**config.mk**
```make
export PLATFORM = sky130hd
export DESIGN_NAME = rtc_osc_control_status
export DESIGN_NICKNAME = d
export VERILOG_FILES = /design/src/design/rtc_osc_pkg.sv /design/src/design/cap_step_if.sv /design/src/design/pin_sync.sv /design/src/design/cap_stepper.sv /design/src/design/rtc_osc_control_status.sv
export SDC_FILE = /design/constraint.sdc
export NUM_CORES = 1
export LEC_CHECK = 0
export BUFFER_PORTS_ARGS = -buffer_cell sky130_fd_sc_hd__buf_2
export CELL_PAD_IN_SITES_DETAIL_PLACEMENT = 0
export CELL_PAD_IN_SITES_GLOBAL_PLACEMENT = 1
export CORE_MARGIN = 4
export CORE_UTILIZATION = 40
export CTS_BUF_LIST = sky130_fd_sc_hd__clkbuf_4 sky130_fd_sc_hd__clkbuf_8
export DETAILED_ROUTE_END_ITERATION = 6
export PLACE_DENSITY = 0.89
export RECOVER_POWER = 50
export SLEW_MARGIN = 5
export SYNTH_ARGS = -nofsm -noshare
export SYNTH_HDL_FRONTEND = slang
export SYNTH_SLANG_ARGS = --single-unit
```
**constraint.sdc**
```tcl
create_clock -name CORE_CLK_I -period 2.75 [get_ports CORE_CLK_I]
set_clock_uncertainty 0.2 [all_clocks]
set_input_delay 0.275 -clock CORE_CLK_I [delete_from_list [all_inputs] [get_ports CORE_CLK_I]]
set_output_delay 0.275 -clock CORE_CLK_I [all_outputs]
set_load 0.005 [all_outputs]
```
**src/design/rtc_osc_pkg.sv**
```systemverilog
// constants and types shared by the oscillator control and status block
package rtc_osc_pkg;

   // =========================================================
   // types
   typedef logic [31:0] word_type;
   typedef logic [7:0] byte_type;
   typedef logic [3:0] cap_code_type;

   // =========================================================
   // register indexes; byte address is four times the index
   localparam logic [5:0] IDX_CAPTURE0 = 6'h00;
   localparam logic [5:0] IDX_CAPTURE3 = 6'h03;
   localparam logic [5:0] IDX_CONTROL = 6'h04;
   localparam logic [5:0] IDX_OSC_CONTROL = 6'h05;
   localparam logic [5:0] IDX_OSC_LOAD_CONFIG = 6'h06;
   localparam logic [5:0] IDX_IRQ_STATUS = 6'h10;
   localparam logic [5:0] IDX_IRQ_ENABLE = 6'h11;
   localparam logic [5:0] IDX_IRQ_CLEAR = 6'h12;

   // =========================================================
   // control register fields
   localparam int CTL_CAPTURE_BIT = 0;
   localparam int CTL_SET_BIT = 1;
   localparam int CTL_ALARM_BIT = 2;

   // oscillator control fields
   localparam int OSC_GAIN_BIT = 7;
   localparam int OSC_CRYSTAL_BIT = 6;
   localparam int OSC_BIAS_BIT = 5;
   localparam int OSC_VALID_BIT = 4;

   // load configuration fields
   localparam int CFG_STEP_BIT = 7;
   localparam int CFG_READY_BIT = 6;
   localparam int CFG_CODE_LSB = 0;

   // interrupt status fields
   localparam int IRQ_ALARM_BIT = 0;
   localparam int IRQ_SET_DONE_BIT = 1;
   localparam int IRQ_CAP_DONE_BIT = 2;
   localparam int IRQ_CAP_READY_BIT = 3;
   localparam int IRQ_WIDTH = 4;

   // =========================================================
   // values after reset
   localparam logic OSC_FIELD_RESET = 1'b0;
   localparam logic CFG_STEP_RESET = 1'b0;
   localparam cap_code_type CAP_CODE_RESET = 4'h8;
   localparam word_type COUNTER_RESET = 32'h0000_0000;
   localparam logic [IRQ_WIDTH-1:0] IRQ_RESET = 4'h0;

   // timer operation states
   typedef enum logic [2:0] {
      OP_IDLE = 3'b001,
      OP_SET = 3'b010,
      OP_CAPTURE = 3'b100
   } op_state_type;

endpackage

```
**src/design/cap_step_if.sv**
```systemverilog
// signals between the register file and the load capacitance stepper
`timescale 1ns/1ps
`default_nettype none
interface cap_step_if;
   logic step_enable;
   logic [3:0] target_code;
   logic rtc_tick;
   logic [3:0] applied_code;
   logic ready;

   modport ctrl (output step_enable, output target_code, output rtc_tick,
      input applied_code, input ready);
   modport stepper (input step_enable, input target_code, input rtc_tick,
      output applied_code, output ready);
endinterface
`default_nettype wire

```
**src/design/pin_sync.sv**
```systemverilog
// three-stage synchroniser for one pin, with agreed level and rising pulse
`timescale 1ns/1ps
`default_nettype none
module pin_sync (
   input wire logic clk_i,
   input wire logic reset_n_i,
   input wire logic pin_i,
   output logic level_o,
   output logic rise_o
);
   logic s1_reg;
   logic s2_reg;
   logic s3_reg;

   // =========================================================
   // stages; s1 feeds only s2
   always_ff @(posedge clk_i or negedge reset_n_i) begin
      if (!reset_n_i) begin
         s1_reg <= 1'b0;
         s2_reg <= 1'b0;
         s3_reg <= 1'b0;
      end else begin
         s1_reg <= pin_i;
         s2_reg <= s1_reg;
         s3_reg <= s2_reg;
      end
   end

   // a change counts only once the last two stages agree
   always_ff @(posedge clk_i or negedge reset_n_i) begin
      if (!reset_n_i) begin
         level_o <= 1'b0;
      end else if (s2_reg == s3_reg) begin
         level_o <= s3_reg;
      end
   end

   assign rise_o = (s2_reg == s3_reg) && s3_reg && !level_o;
endmodule
`default_nettype wire

```
**src/design/cap_stepper.sv**
```systemverilog
// moves the applied load capacitance code toward the programmed target
`timescale 1ns/1ps
`default_nettype none
module cap_stepper (
   input wire logic clk_i,
   input wire logic reset_n_i,
   cap_step_if.stepper bus
);
   import rtc_osc_pkg::*;

   cap_code_type applied_reg;

   // =========================================================
   // one step per oscillator cycle, or straight to target
   always_ff @(posedge clk_i or negedge reset_n_i) begin
      if (!reset_n_i) begin
         applied_reg <= CAP_CODE_RESET;
      end else if (!bus.step_enable) begin
         applied_reg <= bus.target_code;
      end else if (bus.rtc_tick && applied_reg < bus.target_code) begin
         applied_reg <= applied_reg + 4'h1;
      end else if (bus.rtc_tick && applied_reg > bus.target_code) begin
         applied_reg <= applied_reg - 4'h1;
      end
   end

   assign bus.applied_code = applied_reg;
   assign bus.ready = (applied_reg == bus.target_code);
endmodule
`default_nettype wire

```
**src/design/rtc_osc_control_status.sv**
```systemverilog
// real-time clock oscillator control and status with timer set and capture
//
// The Avalon-MM register port was left to the implementer.
`timescale 1ns/1ps
`default_nettype none
module rtc_osc_control_status (
   input wire logic CORE_CLK_I,
   input wire logic RESET_N_I,
   input wire logic [7:0] AVS_ADDRESS_I,
   input wire logic AVS_READ_I,
   input wire logic AVS_WRITE_I,
   input wire rtc_osc_pkg::word_type AVS_WRITEDATA_I,
   input wire logic [3:0] AVS_BYTEENABLE_I,
   output rtc_osc_pkg::word_type AVS_READDATA_O,
   output logic AVS_WAITREQUEST_O,
   input wire logic RTC_CLK_I,
   input wire logic ALARM_MATCH_I,
   input wire logic AMP_VALID_I,
   output logic GAIN_CONTROL_ENABLE_O,
   output logic CRYSTAL_MODE_SELECT_O,
   output logic BIAS_DOUBLE_ENABLE_O,
   output rtc_osc_pkg::cap_code_type LOAD_CAP_CODE_O,
   output rtc_osc_pkg::word_type COUNTER_O,
   output logic IRQ_O
);
   import rtc_osc_pkg::*;

   // =========================================================
   // declarations
   logic rtc_tick;
   logic alarm_rise;
   logic amp_valid;
   logic ack_reg;
   logic [5:0] index;
   logic wr_en;
   byte_type wr_byte;
   word_type rd_next;
   word_type rd_reg;
   logic alarm_flag_reg;
   logic auto_reset_reg;
   logic set_req_reg;
   logic cap_req_reg;
   op_state_type op_reg;
   logic set_done;
   logic cap_done;
   word_type counter_reg;
   byte_type capture_reg [0:3];
   logic gain_reg;
   logic crystal_reg;
   logic bias_reg;
   logic step_en_reg;
   cap_code_type target_reg;
   logic ready_prev_reg;
   logic [IRQ_WIDTH-1:0] irq_status_reg;
   logic [IRQ_WIDTH-1:0] irq_enable_reg;
   logic [IRQ_WIDTH-1:0] irq_event;
   logic [IRQ_WIDTH-1:0] irq_clear;

   cap_step_if cap_bus ();

   // =========================================================
   // pin synchronisers; the oscillator clock is sampled as a tick
   pin_sync u_tick_sync (
      .clk_i(CORE_CLK_I),
      .reset_n_i(RESET_N_I),
      .pin_i(RTC_CLK_I),
      .level_o(),
      .rise_o(rtc_tick)
   );

   pin_sync u_alarm_sync (
      .clk_i(CORE_CLK_I),
      .reset_n_i(RESET_N_I),
      .pin_i(ALARM_MATCH_I),
      .level_o(),
      .rise_o(alarm_rise)
   );

   pin_sync u_valid_sync (
      .clk_i(CORE_CLK_I),
      .reset_n_i(RESET_N_I),
      .pin_i(AMP_VALID_I),
      .level_o(amp_valid),
      .rise_o()
   );

   // =========================================================
   // bus slave: one wait cycle, then the access completes
   function automatic logic [5:0] reg_index(input logic [7:0] addr);
      reg_index = addr[7:2];
   endfunction

   assign index = reg_index(AVS_ADDRESS_I);
   assign AVS_WAITREQUEST_O = (AVS_READ_I || AVS_WRITE_I) && !ack_reg;
   assign wr_en = AVS_WRITE_I && ack_reg && AVS_BYTEENABLE_I[0];
   assign wr_byte = AVS_WRITEDATA_I[7:0];
   assign AVS_READDATA_O = rd_reg;

   always_ff @(posedge CORE_CLK_I or negedge RESET_N_I) begin
      if (!RESET_N_I) begin
         ack_reg <= 1'b0;
      end else begin
         ack_reg <= (AVS_READ_I || AVS_WRITE_I) && !ack_reg;
      end
   end

   // read data is frozen in the wait cycle so it stands while the master samples
   always_comb begin
      rd_next = 32'h0000_0000;
      case (index)
         IDX_CONTROL: begin
            rd_next[CTL_ALARM_BIT] = alarm_flag_reg;
            rd_next[CTL_SET_BIT] = set_req_reg;
            rd_next[CTL_CAPTURE_BIT] = cap_req_reg;
         end
         IDX_OSC_CONTROL: begin
            rd_next[OSC_GAIN_BIT] = gain_reg;
            rd_next[OSC_CRYSTAL_BIT] = crystal_reg;
            rd_next[OSC_BIAS_BIT] = bias_reg;
            rd_next[OSC_VALID_BIT] = amp_valid;
         end
         IDX_OSC_LOAD_CONFIG: begin
            rd_next[CFG_STEP_BIT] = step_en_reg;
            rd_next[CFG_READY_BIT] = cap_bus.ready;
            rd_next[CFG_CODE_LSB +: 4] = target_reg;
         end
         IDX_IRQ_STATUS: begin
            rd_next[IRQ_WIDTH-1:0] = irq_status_reg;
         end
         IDX_IRQ_ENABLE: begin
            rd_next[IRQ_WIDTH-1:0] = irq_enable_reg;
         end
         default: begin
            if (index <= IDX_CAPTURE3) begin
               rd_next[7:0] = capture_reg[index[1:0]];
            end
         end
      endcase
   end

   always_ff @(posedge CORE_CLK_I or negedge RESET_N_I) begin
      if (!RESET_N_I) begin
         rd_reg <= 32'h0000_0000;
      end else if (AVS_READ_I && !ack_reg) begin
         rd_reg <= rd_next;
      end
   end

   // =========================================================
   // alarm flag and auto reset
   always_ff @(posedge CORE_CLK_I or negedge RESET_N_I) begin
      if (!RESET_N_I) begin
         alarm_flag_reg <= 1'b0;
      end else if (alarm_rise) begin
         alarm_flag_reg <= 1'b1;
      end else if (rtc_tick) begin
         alarm_flag_reg <= 1'b0;
      end
   end

   // a write to bit 2 never touches the flag itself
   always_ff @(posedge CORE_CLK_I or negedge RESET_N_I) begin
      if (!RESET_N_I) begin
         auto_reset_reg <= 1'b0;
      end else if (wr_en && index == IDX_CONTROL) begin
         auto_reset_reg <= wr_byte[CTL_ALARM_BIT];
      end
   end

   // =========================================================
   // timer set and capture requests
   always_ff @(posedge CORE_CLK_I or negedge RESET_N_I) begin
      if (!RESET_N_I) begin
         set_req_reg <= 1'b0;
         cap_req_reg <= 1'b0;
      end else begin
         if (wr_en && index == IDX_CONTROL && wr_byte[CTL_SET_BIT]) begin
            set_req_reg <= 1'b1;
         end else if (set_done) begin
            set_req_reg <= 1'b0;
         end
         if (wr_en && index == IDX_CONTROL && wr_byte[CTL_CAPTURE_BIT]) begin
            cap_req_reg <= 1'b1;
         end else if (cap_done) begin
            cap_req_reg <= 1'b0;
         end
      end
   end

   // transfers happen on an oscillator tick so the counter never moves mid copy
   assign set_done = (op_reg == OP_SET) && rtc_tick;
   assign cap_done = (op_reg == OP_CAPTURE) && rtc_tick;

   always_ff @(posedge CORE_CLK_I or negedge RESET_N_I) begin
      if (!RESET_N_I) begin
         op_reg <= OP_IDLE;
      end else begin
         case (op_reg)
            OP_IDLE: begin
               if (set_req_reg) begin
                  op_reg <= OP_SET;
               end else if (cap_req_reg) begin
                  op_reg <= OP_CAPTURE;
               end
            end
            OP_SET: begin
               if (rtc_tick) begin
                  op_reg <= OP_IDLE;
               end
            end
            OP_CAPTURE: begin
               if (rtc_tick) begin
                  op_reg <= OP_IDLE;
               end
            end
            default: begin
               op_reg <= OP_IDLE;
            end
         endcase
      end
   end

   // =========================================================
   // counter; a load takes precedence over counting and auto reset
   always_ff @(posedge CORE_CLK_I or negedge RESET_N_I) begin
      if (!RESET_N_I) begin
         counter_reg <= COUNTER_RESET;
      end else if (set_done) begin
         counter_reg <= {capture_reg[3], capture_reg[2],
            capture_reg[1], capture_reg[0]};
      end else if (alarm_rise && auto_reset_reg) begin
         counter_reg <= COUNTER_RESET;
      end else if (rtc_tick) begin
         counter_reg <= counter_reg + 32'h0000_0001;
      end
   end

   assign COUNTER_O = counter_reg;

   // capture bytes change only by software or by a capture
   always_ff @(posedge CORE_CLK_I or negedge RESET_N_I) begin
      if (!RESET_N_I) begin
         for (int i = 0; i < 4; i++) begin
            capture_reg[i] <= 8'h00;
         end
      end else if (cap_done) begin
         for (int i = 0; i < 4; i++) begin
            capture_reg[i] <= counter_reg[8*i +: 8];
         end
      end else if (wr_en && index <= IDX_CAPTURE3) begin
         capture_reg[index[1:0]] <= wr_byte;
      end
   end

   // =========================================================
   // oscillator control; bits 3:0 have no storage
   always_ff @(posedge CORE_CLK_I or negedge RESET_N_I) begin
      if (!RESET_N_I) begin
         gain_reg <= OSC_FIELD_RESET;
         crystal_reg <= OSC_FIELD_RESET;
         bias_reg <= OSC_FIELD_RESET;
      end else if (wr_en && index == IDX_OSC_CONTROL) begin
         gain_reg <= wr_byte[OSC_GAIN_BIT];
         crystal_reg <= wr_byte[OSC_CRYSTAL_BIT];
         bias_reg <= wr_byte[OSC_BIAS_BIT];
      end
   end

   assign GAIN_CONTROL_ENABLE_O = gain_reg;
   assign CRYSTAL_MODE_SELECT_O = crystal_reg;
   assign BIAS_DOUBLE_ENABLE_O = bias_reg;

   // =========================================================
   // load capacitance configuration; bits 5:4 have no storage
   always_ff @(posedge CORE_CLK_I or negedge RESET_N_I) begin
      if (!RESET_N_I) begin
         step_en_reg <= CFG_STEP_RESET;
         target_reg <= CAP_CODE_RESET;
      end else if (wr_en && index == IDX_OSC_LOAD_CONFIG) begin
         step_en_reg <= wr_byte[CFG_STEP_BIT];
         target_reg <= wr_byte[CFG_CODE_LSB +: 4];
      end
   end

   assign cap_bus.step_enable = step_en_reg;
   assign cap_bus.target_code = target_reg;
   assign cap_bus.rtc_tick = rtc_tick;
   assign LOAD_CAP_CODE_O = cap_bus.applied_code;

   cap_stepper u_stepper (
      .clk_i(CORE_CLK_I),
      .reset_n_i(RESET_N_I),
      .bus(cap_bus.stepper)
   );

   // =========================================================
   // interrupts; a new event wins over a clear in the same cycle
   assign irq_event = {cap_bus.ready && !ready_prev_reg, cap_done, set_done, alarm_rise};
   assign irq_clear = (wr_en && index == IDX_IRQ_CLEAR) ? wr_byte[IRQ_WIDTH-1:0] : IRQ_RESET;

   always_ff @(posedge CORE_CLK_I or negedge RESET_N_I) begin
      if (!RESET_N_I) begin
         ready_prev_reg <= 1'b1;
         irq_status_reg <= IRQ_RESET;
      end else begin
         ready_prev_reg <= cap_bus.ready;
         irq_status_reg <= (irq_status_reg & ~irq_clear) | irq_event;
      end
   end

   always_ff @(posedge CORE_CLK_I or negedge RESET_N_I) begin
      if (!RESET_N_I) begin
         irq_enable_reg <= IRQ_RESET;
      end else if (wr_en && index == IDX_IRQ_ENABLE) begin
         irq_enable_reg <= wr_byte[IRQ_WIDTH-1:0];
      end
   end

   assign IRQ_O = |(irq_status_reg & irq_enable_reg);
endmodule
`default_nettype wire

```
==> run summary, run 1 <==
CTS root buffer: clkbuf_8
Iteration-0 DRC Markers: 690
mapped cell area: 6350 um2
worst vdd ir: 520 uV
Placer Congestion: 0.913
WL per Instance: 19.8 um
die area: 18000 um2
via count: 5692
final setup violation count: 0
CP arrival: 2.77 ns
Slew @ Worst Pin: 1.45 ns
vias in the first global route: 5392
number of routed nets with antenna violations: 0
Core Area: 15400 um2
clock buffer depth: 2
CTS tree: done
Fill cells: 1429
most frequent cell after synthesis: dfrtp_1
Hold Fails Final Rpt: 0
clock sinks: 113
Routed WL: 19.3 mm
Slowest cell on crit path: dfstp_2
max frequency: 0.385 GHz
ANT cells: 0
Area contributors post-synth: dfrtp_1 (43%), mux2i_1 (6.8%), nand2_1 (5.4%), o21ai_1 (3.5%), buf_4 (2.8%)
Buffers on Ports: 70
Tightest Hold Check Type: input port to flop
Worst path max stage delay: 0.53 ns
CP startpoint: cap_bus.target_code[3]
cell taking the most area after synthesis: dfrtp_1
max-cap viol count: 0
initial antenna violation count: 0
worst-skew pair later-pin latency: 0.44 ns
max-slew violations: 0
H-tree depth: 4
CTS Buf Count: 17
cell area after layout: 7630 um2
FP Rows: 45
Worst Path Buf+Inv: 1
I/O pins: 124
CP Max Fanout: 3
Post-synth EDFFs: 0
routed wl met3: 1.40 mm
nature of the critical path endpoint: flop
crit path cell chain: inv_1 -> ha_1 -> a21oi_1 -> nand3_1 -> ha_1 -> a21oi_1 -> nand2_1 -> a2111oi_4 -> nor3_1 -> nand3b_1
post-synthesis sequential area ratio: 44.6%
critical path's top delay family: adder cells
P&R area growth vs syn: 20.1%
flops & latches, synth: 113
Max Used Layer: met4
Initial Util: 41.3%
hold path start: AVS_WRITEDATA_I[3]
synth cell count leaders: dfrtp_1 (109), nand2_1 (92), o21ai_1 (45), mux2i_1 (43), a21oi_1 (30)
kind of critical path: flop to flop
leak pwr: 0.00319 uW
Total GRT Usage: 21.8%
synthesized area per cell: 9.69 um2
final worst path period need: 2.60 ns
Tcrit/Tclk final: 94.6%
Post-synth ARST share: 100%
final hold slack: 0.0209 ns
status: finished, final reports clean
grt ovf: 0
Slew headroom: 3.27%
DRC errors left: 0
area of the multi-input gates: 3260 um2
Die Y: 134 um
largest net degree at the start of global routing: 67
Top FF cell, synth: dfrtp_1
Synth warnings: 0
Post-Place Cell Area: 7050 um2
top cell type's share of synthesized area: 42.9%
required time of the critical path: 2.92 ns
met2 wire len: 8.99 mm
DR vias/cell: 5.83
met1 WL: 8.39 mm
FF+latch area: 2830 um2
reg2reg start: cap_bus.target_code[3]
fin nets: 814
layout cells sized above 1: 21.7%
HPWL Detailed: 13.6 mm
first-pass GRT wire length: 30.7 mm
CP Launch Type: flop
DRT Pass-1 Iters: 6
PD cells: 842 nW/um2
Syn Inst Count: 656
die width: 134 um
post-synth cell types: 62
CTS clk-pin slew, worst paths: 0.07 ns
-- cell type report --
type                            count  area share [%]
Timing Repair Buffer              117            9.90
Tap cell                          211            3.46
Clock buffer                       23            3.98
Sequential cell                   113            37.1
Clock inverter                      9            2.31
Inverter                           11           0.541
Multi-Input combinational cell    493            42.7
-- placed cells by master (no fill, tap or decap), types with 10 or more instances in the layout --
| cell | synthesis | layout |
|---|---|---|
| nor2_1 | 28 | 27 |
| buf_4 | 24 | 33 |
| mux2i_1 | 43 | 43 |
| mux2_1 | 14 | 14 |
| o21ai_1 | 45 | 45 |
| dlygate4sd3_1 | 0 | 10 |
| o211ai_1 | 10 | 10 |
| buf_2 | 13 | 64 |
| o21ai_0 | 20 | 20 |
| a21oi_1 | 30 | 30 |
| nand2_1 | 92 | 92 |
| a22oi_1 | 11 | 11 |
| nand4_1 | 10 | 10 |
| dfrtp_1 | 109 | 109 |
| conb_1 | 1 | 24 |
| clkbuf_8 | 0 | 21 |
| nor3_1 | 13 | 13 |
| nand3_1 | 26 | 26 |
| inv_1 | 11 | 11 |
-- cells by family (layout without fill, tap and decap cells) --
family	Yosys count	in the layout	synth area share, %
mux	70	70	13.0
fa+ha+maj	11	11	2.25
buf+inv	73	160	5.99
compound gates	157	157	15.2
other cells	1	24	0.0590
flops	113	113	44.6
xor+xnor	2	2	0.276
simple gates	229	229	18.7
-- where the power goes --
| part | internal (uW) | total [uW] | switching, uW |
|---|---|---|---|
| Clock | 1200 | 1900 | 701 |
| Combinational | 783 | 1670 | 885 |
| Sequential | 2170 | 2870 | 691 |
-- per-layer routing --
layer	global-route usage (%)	vias up
met3	5.18	44
met4	8.48	0
li1	-	2564
met1	30.9	2824
met5	0	-
met2	32.5	260
-- path summary, 6_finish.rpt --
check,to,slack (ns),depth (start not counted)
max in group asynchronous,u_tick_sync.s1_reg,0.53,3
min in group asynchronous,u_valid_sync.s3_reg,0.51,2
setup reg to reg,u_stepper.bus.applied_code[3],0.15,10
hold / removal,irq_status_reg[3],0.02,3
hold reg to reg,u_valid_sync.s2_reg,0.15,0
setup / recovery,u_stepper.bus.applied_code[3],0.15,10
-- through the flow --
| stage | setup WS [ns] | std cells | util (%) | power (uW) | setup TNS (ns) |
|---|---|---|---|---|---|
| floorplan | 0.0146 | 679 | - | 3690 | 0 |
| global placement | 0.0827 | 935 | 45.8 | 4450 | 0 |
| detailed placement | -0.0370 | 935 | 45.8 | 4500 | -0.0370 |
| CTS | 0.0311 | 977 | 49.6 | 6420 | 0 |
| global route | -0.00235 | 977 | 49.7 | 6790 | -0.00235 |
| finish | 0.150 | 977 | 49.7 | 6430 | 0 |
-- repair_timing --
action | CTS | global route
buffers inserted | 0 | 0
hold buffers | 10 | 0
gates resized for setup | 1 | 2
hold endpoints to repair | 61 | 0
setup endpoints to repair | 1 | 1
-- worst register-to-register path, delay by kind of cell (launching register included) --
kind	cells	cell delay (ns)
AND/OR/NAND/NOR	4	0.49
buffers and inverters	1	0.04
AO/OA/AOI/OAI	3	0.64
adder cells (fa/ha/maj)	2	0.63
flip-flops	1	0.53
Power figures use the tool's default switching activity.
==> inputs of run 2 (changes only) <==
PLACE_DENSITY = 0.87   (was 0.89)
==> run 2 against run 1 <==
Against the previous run: sequential power about the same; cell count fell by 0.82%; register-to-register slack got worse by 0.07 ns; via count increased by 0.97%; clock-buffer cell count rose by 2; sequential share of layout area up 0.82 points; first-iteration DRC count decreased by 9.0%; design area decreased by 2.2%; critical path type unchanged.
==> run summary, run 2 (same netlist as run 1, synthesis figures left out) <==
Hold Fails Final Rpt: 0 (unchanged)
Buffers on Ports: 70 (unchanged)
Initial Util: 41.3% (unchanged)
status: finished, final reports clean
commonest non-fill, non-tap cell in the layout: dfrtp_1
Slowest cell on crit path: dfrtp_1
nature of the critical path endpoint: flop
initial antenna violation count: 0 (unchanged)
leak pwr: 0.00309 uW (-3.1%)
CTS tree: done
vias in the first global route: 5692 (+5.6%)
DR vias/cell: 5.93 (+1.8%)
WL per Instance: 20.2 um (+2.0%)
Tightest Hold Check Type: input port to flop
Routed WL: 19.5 mm (+1.1%)
Placer Congestion: 0.926 (+1.4%)
reg2reg start: cap_bus.target_code[1]
clock buffer depth: 2 (unchanged)
first-pass GRT wire length: 31.0 mm (+0.90%)
Total GRT Usage: 22.0% (+0.18 points)
Fill cells: 1400 (-2.0%)
Die Y: 134 um (unchanged)
Layout Utilization: 48.6% (-1.1 points)
CTS root buffer: clkbuf_8
CTS clk-pin slew, worst paths: 0.07 ns (about the same)
Worst Path Buf+Inv: 1 (unchanged)
final hold slack: 0.0410 ns (+0.0201 ns)
grt ovf: 0 (unchanged)
most frequent cells in the layout: dfrtp_1 (109), nand2_1 (92), buf_2 (60)
HPWL Detailed: 13.8 mm (+2.0%)
Iteration-0 DRC Markers: 628 (-9.0%)
number of routed nets with antenna violations: 0 (unchanged)
kind of critical path: flop to flop
CP Launch Type: flop
I/O pins: 124 (unchanged)
die area: 18000 um2 (unchanged)
P&R area growth vs syn: 17.5%
CP startpoint: cap_bus.target_code[1]
final setup violation count: 0 (unchanged)
required time of the critical path: 2.92 ns (about the same)
hold path start: AVS_WRITEDATA_I[2]
Slew @ Worst Pin: 1.08 ns (-0.366 ns)
max-slew violations: 0 (unchanged)
crit path cell chain: inv_1 -> ha_1 -> nor2b_1 -> o211ai_1 -> nand3_2 -> ha_4 -> a21oi_2 -> nand2_1 -> a2111oi_4 -> nor3_1 -> nand3b_1
max frequency: 0.375 GHz (-2.5%)
die width: 134 um (unchanged)
CP arrival: 2.84 ns (+0.07 ns)
H-tree depth: 4 (unchanged)
Pwr Total: 6070 uW (-5.7%)
layout cells sized above 1: 20.4% (-1.2 points)
worst vdd ir: 339 uV (-35%)
clock sinks: 113 (unchanged)
ANT cells: 0 (unchanged)
via count: 5747 (+0.97%)
Core Area: 15400 um2 (unchanged)
CP Max Fanout: 3 (unchanged)
Worst path max stage delay: 0.37 ns (-0.16 ns)
DRT Pass-1 Iters: 6 (unchanged)
DRC errors left: 0 (unchanged)
Tcrit/Tclk final: 96.9% (+2.4 points)
unrepaired setup endpoints after global routing: no
fin nets: 806 (-0.98%)
worst-skew pair later-pin latency: 0.45 ns (about the same)
FP Rows: 45 (unchanged)
PD cells: 812 nW/um2 (-3.6%)
Slew headroom: 27.7% (+24 points)
critical path's top delay family: compound AO/OA/AOI/OAI gates
max-cap viol count: 0 (unchanged)
largest net degree at the start of global routing: 67 (unchanged)
CTS Buf Count: 17 (unchanged)
final worst path period need: 2.67 ns (+0.0653 ns)
==> run 2: area by class of cell <==
| class | instances | area [um2] | share of cell area (%) |
|---|---|---|---|
| clock buffers | 25 | 319 | 4.27 |
| clock inverters | 7 | 60.1 | 0.804 |
| inverters | 11 | 41.3 | 0.553 |
| multi-input cells | 493 | 3280 | 43.9 |
| flip-flops and latches | 113 | 2830 | 37.9 |
| well taps | 211 | 264 | 3.53 |
| repair buffers | 109 | 676 | 9.05 |
==> run 2: path summary, 6_finish.rpt <==
kind / end / slack (ns) / cells past startpoint
max: u_stepper.bus.applied_code[3] / 0.08 / 11
max reg2reg: u_stepper.bus.applied_code[3] / 0.08 / 11
max in group asynchronous: COUNTER_O[20] / 0.47 / 3
min: irq_status_reg[2] / 0.04 / 3
min reg2reg: u_valid_sync.s2_reg / 0.15 / 0
min in group asynchronous: u_valid_sync.s2_reg / 0.37 / 2
==> run 2: report_power, final <==
part           switching [uW]  internal, uW
combinational             919           781
sequential                673          2180
clock                     677           840
==> run 2: tightest hold or removal path, stage by stage <==
cell and delay, ns:
buf_2 0.19, nand2_1 0.09, a21o_1 0.10
==> run 2: timing repair <==
action / 4_1_cts / 5_1_grt
setup endpoints to repair: 1 / 1
pin swaps: 1 / 3
resized for setup: 2 / 4
hold endpoints to repair: 56 / 0
hold buffers: 11 / 0
setup buffers: 0 / 1
==> run 2: per-layer routing <==
metal | wire (um) | track usage (%) | vias to the layer above
met3 | 1430 | 4.61 | 55
met2 | 9200 | 33.7 | 302
met4 | 638 | 9.67 | 0
met1 | 8280 | 30.3 | 2847
li1 | - | - | 2543
met5 | 0 | 0 | -
==> run 2: through the flow <==
| stage | cells | setup TNS (ns) | area, um2 | setup slack [ns] |
|---|---|---|---|---|
| 2_1_floorplan | 679 | 0 | 6440 | 0.0146 |
| 3_3_place_gp | 925 | 0 | 6970 | 0.0192 |
| 3_5_place_dp | 925 | -0.158 | 6970 | -0.158 |
| 4_1_cts | 968 | 0 | 7460 | 0.000929 |
| 5_1_grt | 969 | 0 | 7470 | 0.0148 |
| 6_report | 969 | 0 | 7470 | 0.0842 |
==> inputs of run 3 (changes only) <==
RECOVER_POWER = 25   (was 50)
==> run 3 against run 2 <==
Against the previous run: combinational power about the same; register-to-register slack hardly changed; critical path type unchanged; worst setup slack got worse by 0.0062 ns; design area is 0.23% higher; hold slack lost 0.0021 ns; critical endpoint unchanged; sequential share of layout area shrank 0.089 points.
==> run summary, run 3 (same netlist as run 1, synthesis figures left out) <==
status: finished, final reports clean
ANT cells: 0 (unchanged)
clock buffer depth: 2 (unchanged)
DRC errors left: 0 (unchanged)
Iteration-0 DRC Markers: 685 (+9.1%)
number of routed nets with antenna violations: 0 (unchanged)
fin nets: 806 (unchanged)
final worst path period need: 2.67 ns (+0.00622 ns)
vias in the first global route: 5692 (unchanged)
P&R area growth vs syn: 17.8%
initial antenna violation count: 0 (unchanged)
CP arrival: 2.84 ns (about the same)
routed wl met3: 1.57 mm (+10%)
Layout Utilization: 48.7% (+0.11 points)
Routed WL: 19.5 mm (-0.47%)
Tightest Hold Check Type: input port to flop
unrepaired setup endpoints after global routing: no
Total GRT Usage: 22.0% (unchanged)
I/O pins: 124 (unchanged)
crit path cell chain: inv_1 -> ha_1 -> nor2b_1 -> o211ai_1 -> nand3_2 -> ha_4 -> a21oi_2 -> nand2_1 -> a2111oi_4 -> nor3_1 -> nand3b_1
Die Y: 134 um (unchanged)
Core Area: 15400 um2 (unchanged)
Post-Place Cell Area: 6970 um2 (unchanged)
leak pwr: 0.00313 uW (+1.3%)
worst vdd ir: 338 uV (-0.42%)
Hold Fails Final Rpt: 0 (unchanged)
max-slew violations: 0 (unchanged)
Initial Util: 41.3% (unchanged)
die area: 18000 um2 (unchanged)
kind of critical path: flop to flop
CP Max Fanout: 3 (unchanged)
Buffers on Ports: 70 (unchanged)
most frequent cells in the layout: dfrtp_1 (109), nand2_1 (92), buf_2 (69)
Worst Slack Setup Final: 0.0780 ns (-0.00622 ns)
met2 wire len: 9.30 mm (+1.0%)
Placement Setup Slack: -0.158 ns (unchanged)
die width: 134 um (unchanged)
first-pass GRT wire length: 31.0 mm (unchanged)
required time of the critical path: 2.92 ns (about the same)
Slowest cell on crit path: dfrtp_1
cell area after layout: 7490 um2 (+0.23%)
Tcrit/Tclk final: 97.2% (+0.23 points)
met1 WL: 8.00 mm (-3.4%)
CTS Buf Count: 17 (unchanged)
H-tree depth: 4 (unchanged)
final setup violation count: 0 (unchanged)
CTS clk-pin slew, worst paths: 0.07 ns (about the same)
largest net degree at the start of global routing: 67 (unchanged)
CTS tree: done
worst-skew pair later-pin latency: 0.45 ns (about the same)
Slew @ Worst Pin: 1.10 ns (+0.0109 ns)
FP Rows: 45 (unchanged)
layout cells sized above 1: 21.8% (+1.3 points)
nature of the critical path endpoint: flop
CTS root buffer: clkbuf_8
Worst Path Buf+Inv: 1 (unchanged)
Worst path max stage delay: 0.37 ns (about the same)
DRT Pass-1 Iters: 5 (-1)
via count: 5730 (-0.30%)
final hold slack: 0.0389 ns (-0.00209 ns)
Slew headroom: 26.9% (-0.73 points)
HPWL Detailed: 13.8 mm (unchanged)
grt ovf: 0 (unchanged)
max frequency: 0.374 GHz (-0.23%)
WL per Instance: 20.1 um (-0.47%)
PD cells: 810 nW/um2 (-0.30%)
CP Launch Type: flop
Pwr Total: 6060 uW (about the same)
max-cap viol count: 0 (unchanged)
DR vias/cell: 5.91 (-0.30%)
critical path's top delay family: compound AO/OA/AOI/OAI gates
Max Used Layer: met4
Placer Congestion: 0.926 (unchanged)
clock sinks: 113 (unchanged)
commonest non-fill, non-tap cell in the layout: dfrtp_1
==> run 3: area by class of cell <==
| class | instances | area, um2 |
|---|---|---|
| Clock buffer | 25 | 319 |
| Clock inverter | 7 | 60.1 |
| Fill cell | 1393 | 7890 |
| Inverter | 11 | 41.3 |
| Multi-Input combinational cell | 493 | 3280 |
| Sequential cell | 113 | 2830 |
| Tap cell | 211 | 264 |
| Timing Repair Buffer | 109 | 693 |
==> run 3: through the flow <==
stage                     setup TNS (ns)  std cells
after floorplan                        0        679
after global placement                 0        925
after detailed placement          -0.158        925
after CTS                              0        968
after global routing                   0        969
final                                  0        969
==> run 3: report_power, final <==
group          switching, uW  internal (uW)  leakage, uW
Combinational            918            786      0.00161
Sequential               671           2180      0.00131
Clock                    672            840     0.000207
Total                   2260           3800      0.00313
==> run 3: timing repair <==
item,4_1_cts,5_1_grt
cloned,0,0
hold buffers,11,0
endpoints found under the setup margin,1,1
pin swaps,1,3
resized for setup,2,4
buffers inserted,0,1
hold endpoints to repair,56,0
==> run 3: layer usage <==
metal  vias to the layer above  global-route usage, %
met4                         0                   9.67
met2                       299                   33.7
met5                         -                      0
met1                      2841                   30.3
met3                        51                   4.61
li1                       2539                      -
==> run 3: final timing paths <==
kind	start	cells past startpoint	slack (ns)	endpoint
hold reg to reg	u_valid_sync.s1_reg	0	0.15	u_valid_sync.s2_reg
min in group asynchronous	RESET_N_I	2	0.37	u_valid_sync.s2_reg
max in group asynchronous	RESET_N_I	3	0.45	COUNTER_O[20]
setup / recovery	cap_bus.target_code[1]	11	0.08	u_stepper.bus.applied_code[3]
setup reg to reg	cap_bus.target_code[1]	11	0.08	u_stepper.bus.applied_code[3]
hold / removal	AVS_WRITEDATA_I[2]	3	0.04	irq_status_reg[2]
==> run 3: worst min-delay path: cells and delay by family <==
family | cells | cell delay [ns]
compound gates | 1 | 0.10
simple gates | 1 | 0.09
buf+inv | 1 | 0.19
